$ cat src/rtl/esm_cfg.svh
// Constants and functional notes for the error signal monitor
// Functional notes
// - Two modes: low-pulse width check, or PWM low and high width check.
// - Monitor idle after reset; runs only once monitor_enable is 1.
// - monitor_mode_select picks the mode.
// - Low-pulse mode uses low_max_threshold; high input waits for falling edge.
// - Low at enable and no rise within low max plus high max: error, restart.
// - PWM mode uses four thresholds for low and high minimum and maximum.
// - PWM starts at first edge; none within low max plus high max is error.
// - PWM phase too short or too long is error, counts up, restarts cycle.
// - Fail count decrements on correct signal, increments on error.
// - New monitoring event starts right after any error or correct signal.
// - ACTIVE, count above drive limit, reset select 0: SAFE, drive low, flags.
// - DIAGNOSTIC or ACTIVE, count above reset limit, select 1: RESET, flags.
// - Above reset limit, select 0: SAFE and flags; none if already SAFE.
// - Power-on, RESET entry, self-test end, mode toggle, disable: restart, clear.
// - SAFE to DIAGNOSTIC, RESET, self-test end, enable rise, mode toggle: count default.
// - ACTIVE to RESET by count only when reset limit not above drive limit.
`ifndef SIGMON_CFG_SVH
`define SIGMON_CFG_SVH
`define SIG_CNT_W      4
`define SIG_TIME_W     16
`define SIG_CNT_RST    4'h0
`define SIG_CNT_MAX    4'hf
`define SIG_CNT_MIN    4'h0
`define SIG_CNT_ONE    4'h1
`define SIG_TIME_ZERO  17'h00000
`define SIG_TIME_ONE   17'h00001
`endif

$ cat src/rtl/esm_pkg.sv
// Types for the error signal monitor
package sigmon_pkg;
    typedef enum logic [3:0] {
        DEV_RESET = 4'h1,
        DEV_DIAG  = 4'h2,
        DEV_ACTIVE= 4'h4,
        DEV_SAFE  = 4'h8
    } dev_state_t;
    typedef enum logic [2:0] {
        MON_IDLE  = 3'h1,
        MON_WAIT  = 3'h2,
        MON_PHASE = 3'h4
    } mon_state_t;
    typedef struct packed {
        logic [15:0] low_min_threshold;
        logic [15:0] low_max_threshold;
        logic [15:0] high_min_threshold;
        logic [15:0] high_max_threshold;
    } thresholds_t;
    typedef struct packed {
        logic [3:0] enable_drive_fail_limit;
        logic [3:0] reset_fail_limit;
        logic       fail_reset_select;
    } limits_t;
endpackage : sigmon_pkg

$ cat src/rtl/error_signal_monitor.sv
// Error signal monitor with failure counter and state requests
`timescale 1ns/1ps
`include "esm_cfg.svh"
module error_signal_monitor
    import sigmon_pkg::*;
(
    input  wire logic        clk,
    input  wire logic        rst,
    input  wire logic        ce,
    input  wire logic        mcu_err_in,
    input  wire logic        monitor_enable,
    input  wire logic        monitor_mode_select,
    input  wire thresholds_t thr,
    input  wire limits_t     lim,
    input  wire dev_state_t  dev_state,
    input  wire logic        logic_self_test_done,
    output logic [3:0]       monitor_fail_count,
    output logic             monitor_fail_flag,
    output logic             monitor_reset_fail_flag,
    output logic             go_safe_req,
    output logic             go_reset_req,
    output logic             enable_drive_output,
    output logic             enable_drive_request_ok,
    output logic             error_pulse,
    output logic             good_pulse
);
    mon_state_t            mon_q;
    logic [16:0]           tmr_q;
    logic                  lvl_q;
    logic                  in_q;
    logic                  en_q;
    logic                  mode_q;
    dev_state_t            dev_q;
    logic                  first_done_q;
    logic                  mode_tog;
    logic                  en_rise;
    logic                  en_fall;
    logic                  restart;
    logic                  cnt_init;
    logic                  err_ev;
    logic                  good_ev;
    logic                  edge_ev;
    logic [16:0]           lmax;
    logic [16:0]           hmax;
    logic [16:0]           lmin;
    logic [16:0]           hmin;

    function automatic logic [3:0] sat_step(input logic [3:0] c, input logic up, input logic dn);
        if (up && c != `SIG_CNT_MAX)
            sat_step = c + `SIG_CNT_ONE;
        else if (dn && c != `SIG_CNT_MIN)
            sat_step = c - `SIG_CNT_ONE;
        else
            sat_step = c;
    endfunction : sat_step

    assign lmax     = {1'b0, thr.low_max_threshold};
    assign hmax     = {1'b0, thr.high_max_threshold};
    assign lmin     = {1'b0, thr.low_min_threshold};
    assign hmin     = {1'b0, thr.high_min_threshold};
    assign mode_tog = en_q && (monitor_mode_select != mode_q);
    assign en_rise  = monitor_enable && !en_q;
    assign en_fall  = !monitor_enable && en_q;
    // Restart covers the initialising events and enable rise, but not the counter-only SAFE to DIAG step
    assign restart  = (dev_state == DEV_RESET && dev_q != DEV_RESET) || logic_self_test_done
                      || mode_tog || en_fall || en_rise;
    assign cnt_init = restart || (dev_q == DEV_SAFE && dev_state == DEV_DIAG);
    assign edge_ev  = mcu_err_in != in_q;

    // Monitor sequencer
    always_ff @(posedge clk) begin
        if (rst) begin
            mon_q        <= MON_IDLE;
            tmr_q        <= `SIG_TIME_ZERO;
            lvl_q        <= 1'b0;
            first_done_q <= 1'b0;
            err_ev       <= 1'b0;
            good_ev      <= 1'b0;
        end else if (ce) begin
            err_ev  <= 1'b0;
            good_ev <= 1'b0;
            if (restart || !monitor_enable) begin
                mon_q        <= monitor_enable ? MON_WAIT : MON_IDLE;
                tmr_q        <= `SIG_TIME_ZERO;
                first_done_q <= 1'b0;
                lvl_q        <= mcu_err_in;
            end else begin
                case (mon_q)
                    MON_IDLE: begin
                        mon_q <= MON_WAIT;
                        tmr_q <= `SIG_TIME_ZERO;
                    end
                    MON_WAIT: begin
                        tmr_q <= tmr_q + `SIG_TIME_ONE;
                        if (!monitor_mode_select) begin
                            if (in_q && !mcu_err_in) begin
                                mon_q <= MON_PHASE;
                                lvl_q <= 1'b0;
                                tmr_q <= `SIG_TIME_ZERO;
                            end else if (!mcu_err_in && tmr_q + `SIG_TIME_ONE >= lmax + hmax) begin
                                err_ev <= 1'b1;
                                tmr_q  <= `SIG_TIME_ZERO;
                            end else if (mcu_err_in) begin
                                tmr_q <= `SIG_TIME_ZERO;
                            end
                        end else begin
                            if (edge_ev) begin
                                mon_q <= MON_PHASE;
                                lvl_q <= mcu_err_in;
                                tmr_q <= `SIG_TIME_ZERO;
                            end else if (tmr_q + `SIG_TIME_ONE >= lmax + hmax) begin
                                err_ev <= 1'b1;
                                tmr_q  <= `SIG_TIME_ZERO;
                            end
                        end
                    end
                    MON_PHASE: begin
                        tmr_q <= tmr_q + `SIG_TIME_ONE;
                        if (!monitor_mode_select) begin
                            // Low-pulse mode: only the low width is judged
                            if (mcu_err_in) begin
                                good_ev <= 1'b1;
                                mon_q   <= MON_WAIT;
                                tmr_q   <= `SIG_TIME_ZERO;
                            end else if (tmr_q + `SIG_TIME_ONE > lmax) begin
                                err_ev <= 1'b1;
                                tmr_q  <= `SIG_TIME_ZERO;
                                mon_q  <= MON_WAIT;
                            end
                        end else if (edge_ev) begin
                            tmr_q <= `SIG_TIME_ZERO;
                            lvl_q <= mcu_err_in;
                            // Timer plus one is the phase length, same measure as the maximum check
                            if (tmr_q + `SIG_TIME_ONE < (lvl_q ? hmin : lmin)) begin
                                err_ev       <= 1'b1;
                                first_done_q <= 1'b0;
                            end else if (first_done_q) begin
                                good_ev      <= 1'b1;
                                first_done_q <= 1'b0;
                            end else begin
                                first_done_q <= 1'b1;
                            end
                        end else if (tmr_q + `SIG_TIME_ONE > (lvl_q ? hmax : lmax)) begin
                            err_ev       <= 1'b1;
                            first_done_q <= 1'b0;
                            mon_q        <= MON_WAIT;
                            tmr_q        <= `SIG_TIME_ZERO;
                        end
                    end
                    default: mon_q <= MON_IDLE;
                endcase
            end
        end
    end

    // Edge and toggle history
    always_ff @(posedge clk) begin
        if (rst) begin
            in_q   <= 1'b1;
            en_q   <= 1'b0;
            mode_q <= 1'b0;
            dev_q  <= DEV_RESET;
        end else if (ce) begin
            in_q   <= mcu_err_in;
            en_q   <= monitor_enable;
            mode_q <= monitor_mode_select;
            dev_q  <= dev_state;
        end
    end

    // Failure counter
    always_ff @(posedge clk) begin
        if (rst) begin
            monitor_fail_count <= `SIG_CNT_RST;
        end else if (ce) begin
            if (cnt_init)
                monitor_fail_count <= `SIG_CNT_RST;
            else
                monitor_fail_count <= sat_step(monitor_fail_count, err_ev, good_ev);
        end
    end

    // Threshold comparison and state requests
    always_ff @(posedge clk) begin
        if (rst) begin
            monitor_fail_flag       <= 1'b0;
            monitor_reset_fail_flag <= 1'b0;
            go_safe_req             <= 1'b0;
            go_reset_req            <= 1'b0;
            enable_drive_output     <= 1'b0;
            enable_drive_request_ok <= 1'b0;
            error_pulse             <= 1'b0;
            good_pulse              <= 1'b0;
        end else if (ce) begin
            error_pulse  <= err_ev;
            good_pulse   <= good_ev;
            go_safe_req  <= 1'b0;
            go_reset_req <= 1'b0;
            enable_drive_request_ok <= monitor_fail_count <= lim.enable_drive_fail_limit;
            enable_drive_output     <= (dev_state == DEV_ACTIVE || dev_state == DEV_DIAG)
                                       && monitor_fail_count <= lim.enable_drive_fail_limit;
            if (restart) begin
                monitor_fail_flag <= 1'b0;
            end else if (dev_state == DEV_ACTIVE && !lim.fail_reset_select
                         && monitor_fail_count > lim.enable_drive_fail_limit) begin
                go_safe_req             <= 1'b1;
                enable_drive_output     <= 1'b0;
                monitor_fail_flag       <= 1'b1;
                monitor_reset_fail_flag <= 1'b1;
            end else if ((dev_state == DEV_ACTIVE || dev_state == DEV_DIAG)
                         && monitor_fail_count > lim.reset_fail_limit) begin
                monitor_fail_flag       <= 1'b1;
                monitor_reset_fail_flag <= 1'b1;
                if (!lim.fail_reset_select) begin
                    go_safe_req         <= 1'b1;
                    enable_drive_output <= 1'b0;
                end else if (dev_state == DEV_DIAG
                             || lim.reset_fail_limit <= lim.enable_drive_fail_limit) begin
                    go_reset_req <= 1'b1;
                end
            end
        end
    end

    fail_count_sat_a: assert property (@(posedge clk) disable iff (rst)
        ce && !cnt_init && err_ev && monitor_fail_count == `SIG_CNT_MAX |=> monitor_fail_count == `SIG_CNT_MAX)
        else $error("fail count wrapped");
    count_up_a: assert property (@(posedge clk) disable iff (rst)
        ce && !cnt_init && err_ev && !good_ev && monitor_fail_count != `SIG_CNT_MAX
        |=> monitor_fail_count == $past(monitor_fail_count) + `SIG_CNT_ONE)
        else $error("fail count did not increment");
    count_init_a: assert property (@(posedge clk) disable iff (rst)
        ce && cnt_init |=> monitor_fail_count == `SIG_CNT_RST)
        else $error("fail count not initialised");
    disabled_idle_a: assert property (@(posedge clk) disable iff (rst)
        ce && !monitor_enable |=> mon_q == MON_IDLE ##1 !err_ev)
        else $error("monitor ran while disabled");
    safe_request_a: assert property (@(posedge clk) disable iff (rst)
        ce && !restart && dev_state == DEV_ACTIVE && !lim.fail_reset_select
        && monitor_fail_count > lim.enable_drive_fail_limit |=> go_safe_req && !enable_drive_output)
        else $error("missing safe request");
    reset_request_a: assert property (@(posedge clk) disable iff (rst)
        go_reset_req |-> monitor_fail_flag && monitor_reset_fail_flag)
        else $error("reset without flags");
    reset_limit_a: assert property (@(posedge clk) disable iff (rst)
        go_reset_req && $past(dev_state) == DEV_ACTIVE
        |-> $past(lim.reset_fail_limit) <= $past(lim.enable_drive_fail_limit))
        else $error("reset with limit above drive limit");
    restart_clear_a: assert property (@(posedge clk) disable iff (rst)
        ce && restart |=> !monitor_fail_flag)
        else $error("flag not cleared on restart");
    no_edge_err_a: assert property (@(posedge clk) disable iff (rst)
        err_ev |-> ##1 error_pulse || !ce)
        else $error("error pulse lost");
    cov_error: cover property (@(posedge clk) err_ev);
    cov_good: cover property (@(posedge clk) good_ev);
    cov_safe: cover property (@(posedge clk) go_safe_req);
    cov_reset: cover property (@(posedge clk) go_reset_req);
endmodule : error_signal_monitor

$ cat config.mk
export PLATFORM = sky130hd
export DESIGN_NAME = error_signal_monitor
export DESIGN_NICKNAME = d
export VERILOG_FILES = /design/src/rtl/esm_pkg.sv /design/src/rtl/error_signal_monitor.sv
export VERILOG_INCLUDE_DIRS = /design/src /design/src/rtl
export SDC_FILE = /design/constraint.sdc
export NUM_CORES = 1
export LEC_CHECK = 0
export BUFFER_PORTS_ARGS = -buffer_cell sky130_fd_sc_hd__clkbuf_2
export CAP_MARGIN = 20
export CORE_ASPECT_RATIO = 1.75
export CORE_MARGIN = 2
export CORE_UTILIZATION = 62
export DETAILED_ROUTE_END_ITERATION = 6
export GPL_ROUTABILITY_DRIVEN = 0
export PLACE_DENSITY = 0.95
export SYNTH_ARGS = -nofsm -noshare
export SYNTH_HDL_FRONTEND = slang
export SYNTH_SLANG_ARGS = --single-unit
$ cat constraint.sdc
create_clock -name clk -period 8.5 [get_ports clk]
set_input_delay 0.425 -clock clk [delete_from_list [all_inputs] [get_ports clk]]
set_output_delay 0.425 -clock clk [all_outputs]
set_load 0.03 [all_outputs]
==> results_dict.tcl <==
set metrics [dict create \
    drive_gt1_share_pct 18.1 \
    hold_path.class "input port to register" \
    die_y_um 125 \
    grt_pass1_wl_um 23100 \
    worst_setup_path_start_kind "register" \
    outcome "complete, no violations" \
    postSynthCellCount 621 \
    antennaDiodeCount 0 \
    worst_ep_arrival_time_ps 5070 \
    htree_levels 2 \
    fin_nets 890 \
    antenna_found_initial 0 \
    synth_edf_count 0 \
    clock_latency_ps 290 \
    slowest_stage "a2111oi_0" \
    synth.distinct_cells 76 \
    fp.dieArea_mm2 0.00915 \
    ys_seq_area_share_pct 16.6 \
    instances_no_fill 801 \
    wl_per_cell_um 17.7 \
    viasPerCell 6.54 \
    place_inst 793 \
    fin_util_pct 71.4 \
    fmax_mhz 207 \
    syn-num-nets 803 \
    drc 0 \
    finalSetupTns_ps 0 \
    yosys_warnings 0 \
    worstSetupEndpointType "register" \
    cts_hold_buf 0 \
    avgSynthCellArea_um2 8.36 \
    finalCriticalPeriod_ps 4830 \
    rows 44 \
    setup-violations-final 0 \
    postCtsSetupBuffers 0 \
    seqCellArea_um2 862 \
    crit_fanout 11 \
    core_area_mm2 0.00820 \
    required_ps 8740 \
    crit_chain "ha_1 -> nand3_1 -> xnor2_1 -> ha_1 -> a21oi_1 -> o21ai_0 -> a2111oi_0 -> a2111oi_0 -> o41ai_1 -> a41oi_2 -> o21ai_0 -> a22o_1" \
    first_iter_violations 410 \
    grt_pass1_vias 5415 \
    synth_ff_type "dfxtp_1" \
    cts_made_buffers 5 \
    vias 5235 \
    grt_usage_pct 31.2 \
    ant_nets 0 \
    fin_crit_sh_pct 56.8 \
    synth_top_area_share_pct 23.1 \
    wirelength_um 14200 \
    power_mw 0.633 \
    multi_input_area_mm2 0.00407 \
    syn-cell-area_mm2 0.00519 \
    tightest_slew_ps 1030 \
    clkSinkCount 43 \
    area_delta_synth_final_pct 12.7 \
    yosysTopAreaCell "ha_1" \
    die_w_um 73.2 \
    peakVddDrop_v 0.000120 \
    fill_cells 598 \
    async_flop_share_pct 0 \
    cts_root_buf "clkbuf_16" \
    yosys-top-cells-count "ha_1, nor2_1, dfxtp_1, inv_1, mux2i_1" \
    portBuffers 95 \
    ys_ff_latch 43 \
    start_util_pct 63.3 \
    slew_violations 0 \
    crit_buf_inv 0 \
    crit_path_max_incr_delay_ps 830 \
    ios 96 \
    clockBufferDepth 2 \
    dr.pass1.iters 6 \
    grt_max_degree 36 \
    max-slew-margin-rel_pct 31.4 \
    synth.most_common_cell "ha_1" \
    cp_top_family "compound AO/OA/AOI/OAI gates" \
    leakagePower_nw 2.89 \
    finalHoldViolations 0 \
    rsz0062_at_grt "false" \
    dpl.hpwl_um 11600 \
    cts_tree "done" \
    grt_remaining_overflow 0 \
    maxCapViolCount 0 \
    synth.top_cells.by_area "ha_1, dfxtp_1, mux2i_1" \
    clk_pin_slew_worst_paths_ps 60 \
    p_per_area_mw_per_mm2 108 \
    cts_resized 0 \
    worst-setup-path-type "register to register" \
    finClkSkew_ps 9.30 \
]
## worst paths after layout
kind                startpoint     endpoint  slack [ps]  cells past startpoint
setup / recovery      tmr_q[0]     tmr_q[5]        3670                     12
hold / removal    dev_state[0]     dev_q[0]         400                      2
setup reg to reg      tmr_q[0]     tmr_q[5]        3670                     12
hold reg to reg    go_safe_req  go_safe_req         470                      2
## cell families after synthesis
group | after synthesis | synth area share [%]
AOI/OAI and AO/OA | 166 | 22.4
xor gates and xnor gates | 35 | 6.27
and+or+nand+nor | 179 | 17.6
adders and majority gates | 98 | 23.9
DFF | 43 | 16.6
buffers and inverters | 58 | 5.04
muxes | 42 | 8.14
## registers in the layout, indices dropped and copies added (netlist names)
name and cells:
monitor_fail_flag 1, go_safe_req 1, first_done_q 1, good_pulse 1, monitor_fail_count 4, tmr_q 17
err_ev 1, dev_q 4, error_pulse 1, in_q 1, enable_drive_output 1, enable_drive_request_ok 1
mode_q 1, mon_q 3, en_q 1, go_reset_req 1, lvl_q 1, monitor_reset_fail_flag 1
good_ev 1
## layer usage
layer / vias to the layer above / GRT usage, % / routed length [um]
met4: 0 / 19.7 / 854
met1: 2447 / 29.9 / 5070
met2: 221 / 59.2 / 7670
met5: - / 0 / 0
met3: 69 / 3.55 / 565
li1: 2498 / - / -
## placed cells by master (no fill, tap or decap), types with 5 or more instances in the layout
| cell | n |
|---|---|
| a22o_1 | 11 |
| o21ai_1 | 6 |
| o211ai_1 | 6 |
| nand4_1 | 12 |
| a21o_1 | 16 |
| inv_1 | 42 |
| xnor2_1 | 17 |
| nand3_1 | 20 |
| clkbuf_16 | 5 |
| o21ai_0 | 23 |
| nor4b_1 | 5 |
| mux2i_1 | 40 |
| dfxtp_1 | 42 |
| nor3_1 | 17 |
| nor2_1 | 50 |
| ha_1 | 96 |
| or3_1 | 5 |
| nand2b_1 | 6 |
| xor2_1 | 17 |
| o21a_1 | 7 |
| nor2b_1 | 7 |
| clkbuf_2 | 95 |
| a21oi_1 | 39 |
| nand2_1 | 33 |
| a211oi_1 | 6 |
| and3_1 | 5 |
## metrics by stage
| stage | worst slack, ps | hold WS (ps) | instance area, um2 |
|---|---|---|---|
| floorplan | 4440 | 475 | 5190 |
| global placement | 3990 | 439 | 5680 |
| detailed placement | 3820 | 460 | 5680 |
| CTS | 3830 | 401 | 5850 |
| global route | 3400 | 413 | 5850 |
| finish | 3670 | 400 | 5850 |
## area by class of cell
| cell class | count | share of cell area [%] |
|---|---|---|
| Multi-Input combinational cell | 520 | 69.5 |
| Inverter | 43 | 2.76 |
| Clock buffer | 5 | 2.14 |
| Tap cell | 92 | 1.97 |
| Clock inverter | 3 | 0.748 |
| Sequential cell | 43 | 14.7 |
| Timing Repair Buffer | 95 | 8.12 |
## power by group
| group | switching (mW) | internal (mW) | total [mW] | leakage, nW |
|---|---|---|---|---|
| clock | 0.0817 | 0.139 | 0.220 | 0.0838 |
| sequential | 0.0110 | 0.206 | 0.217 | 0.349 |
| combinational | 0.109 | 0.0870 | 0.196 | 2.46 |
Power figures use the tool's default switching activity.
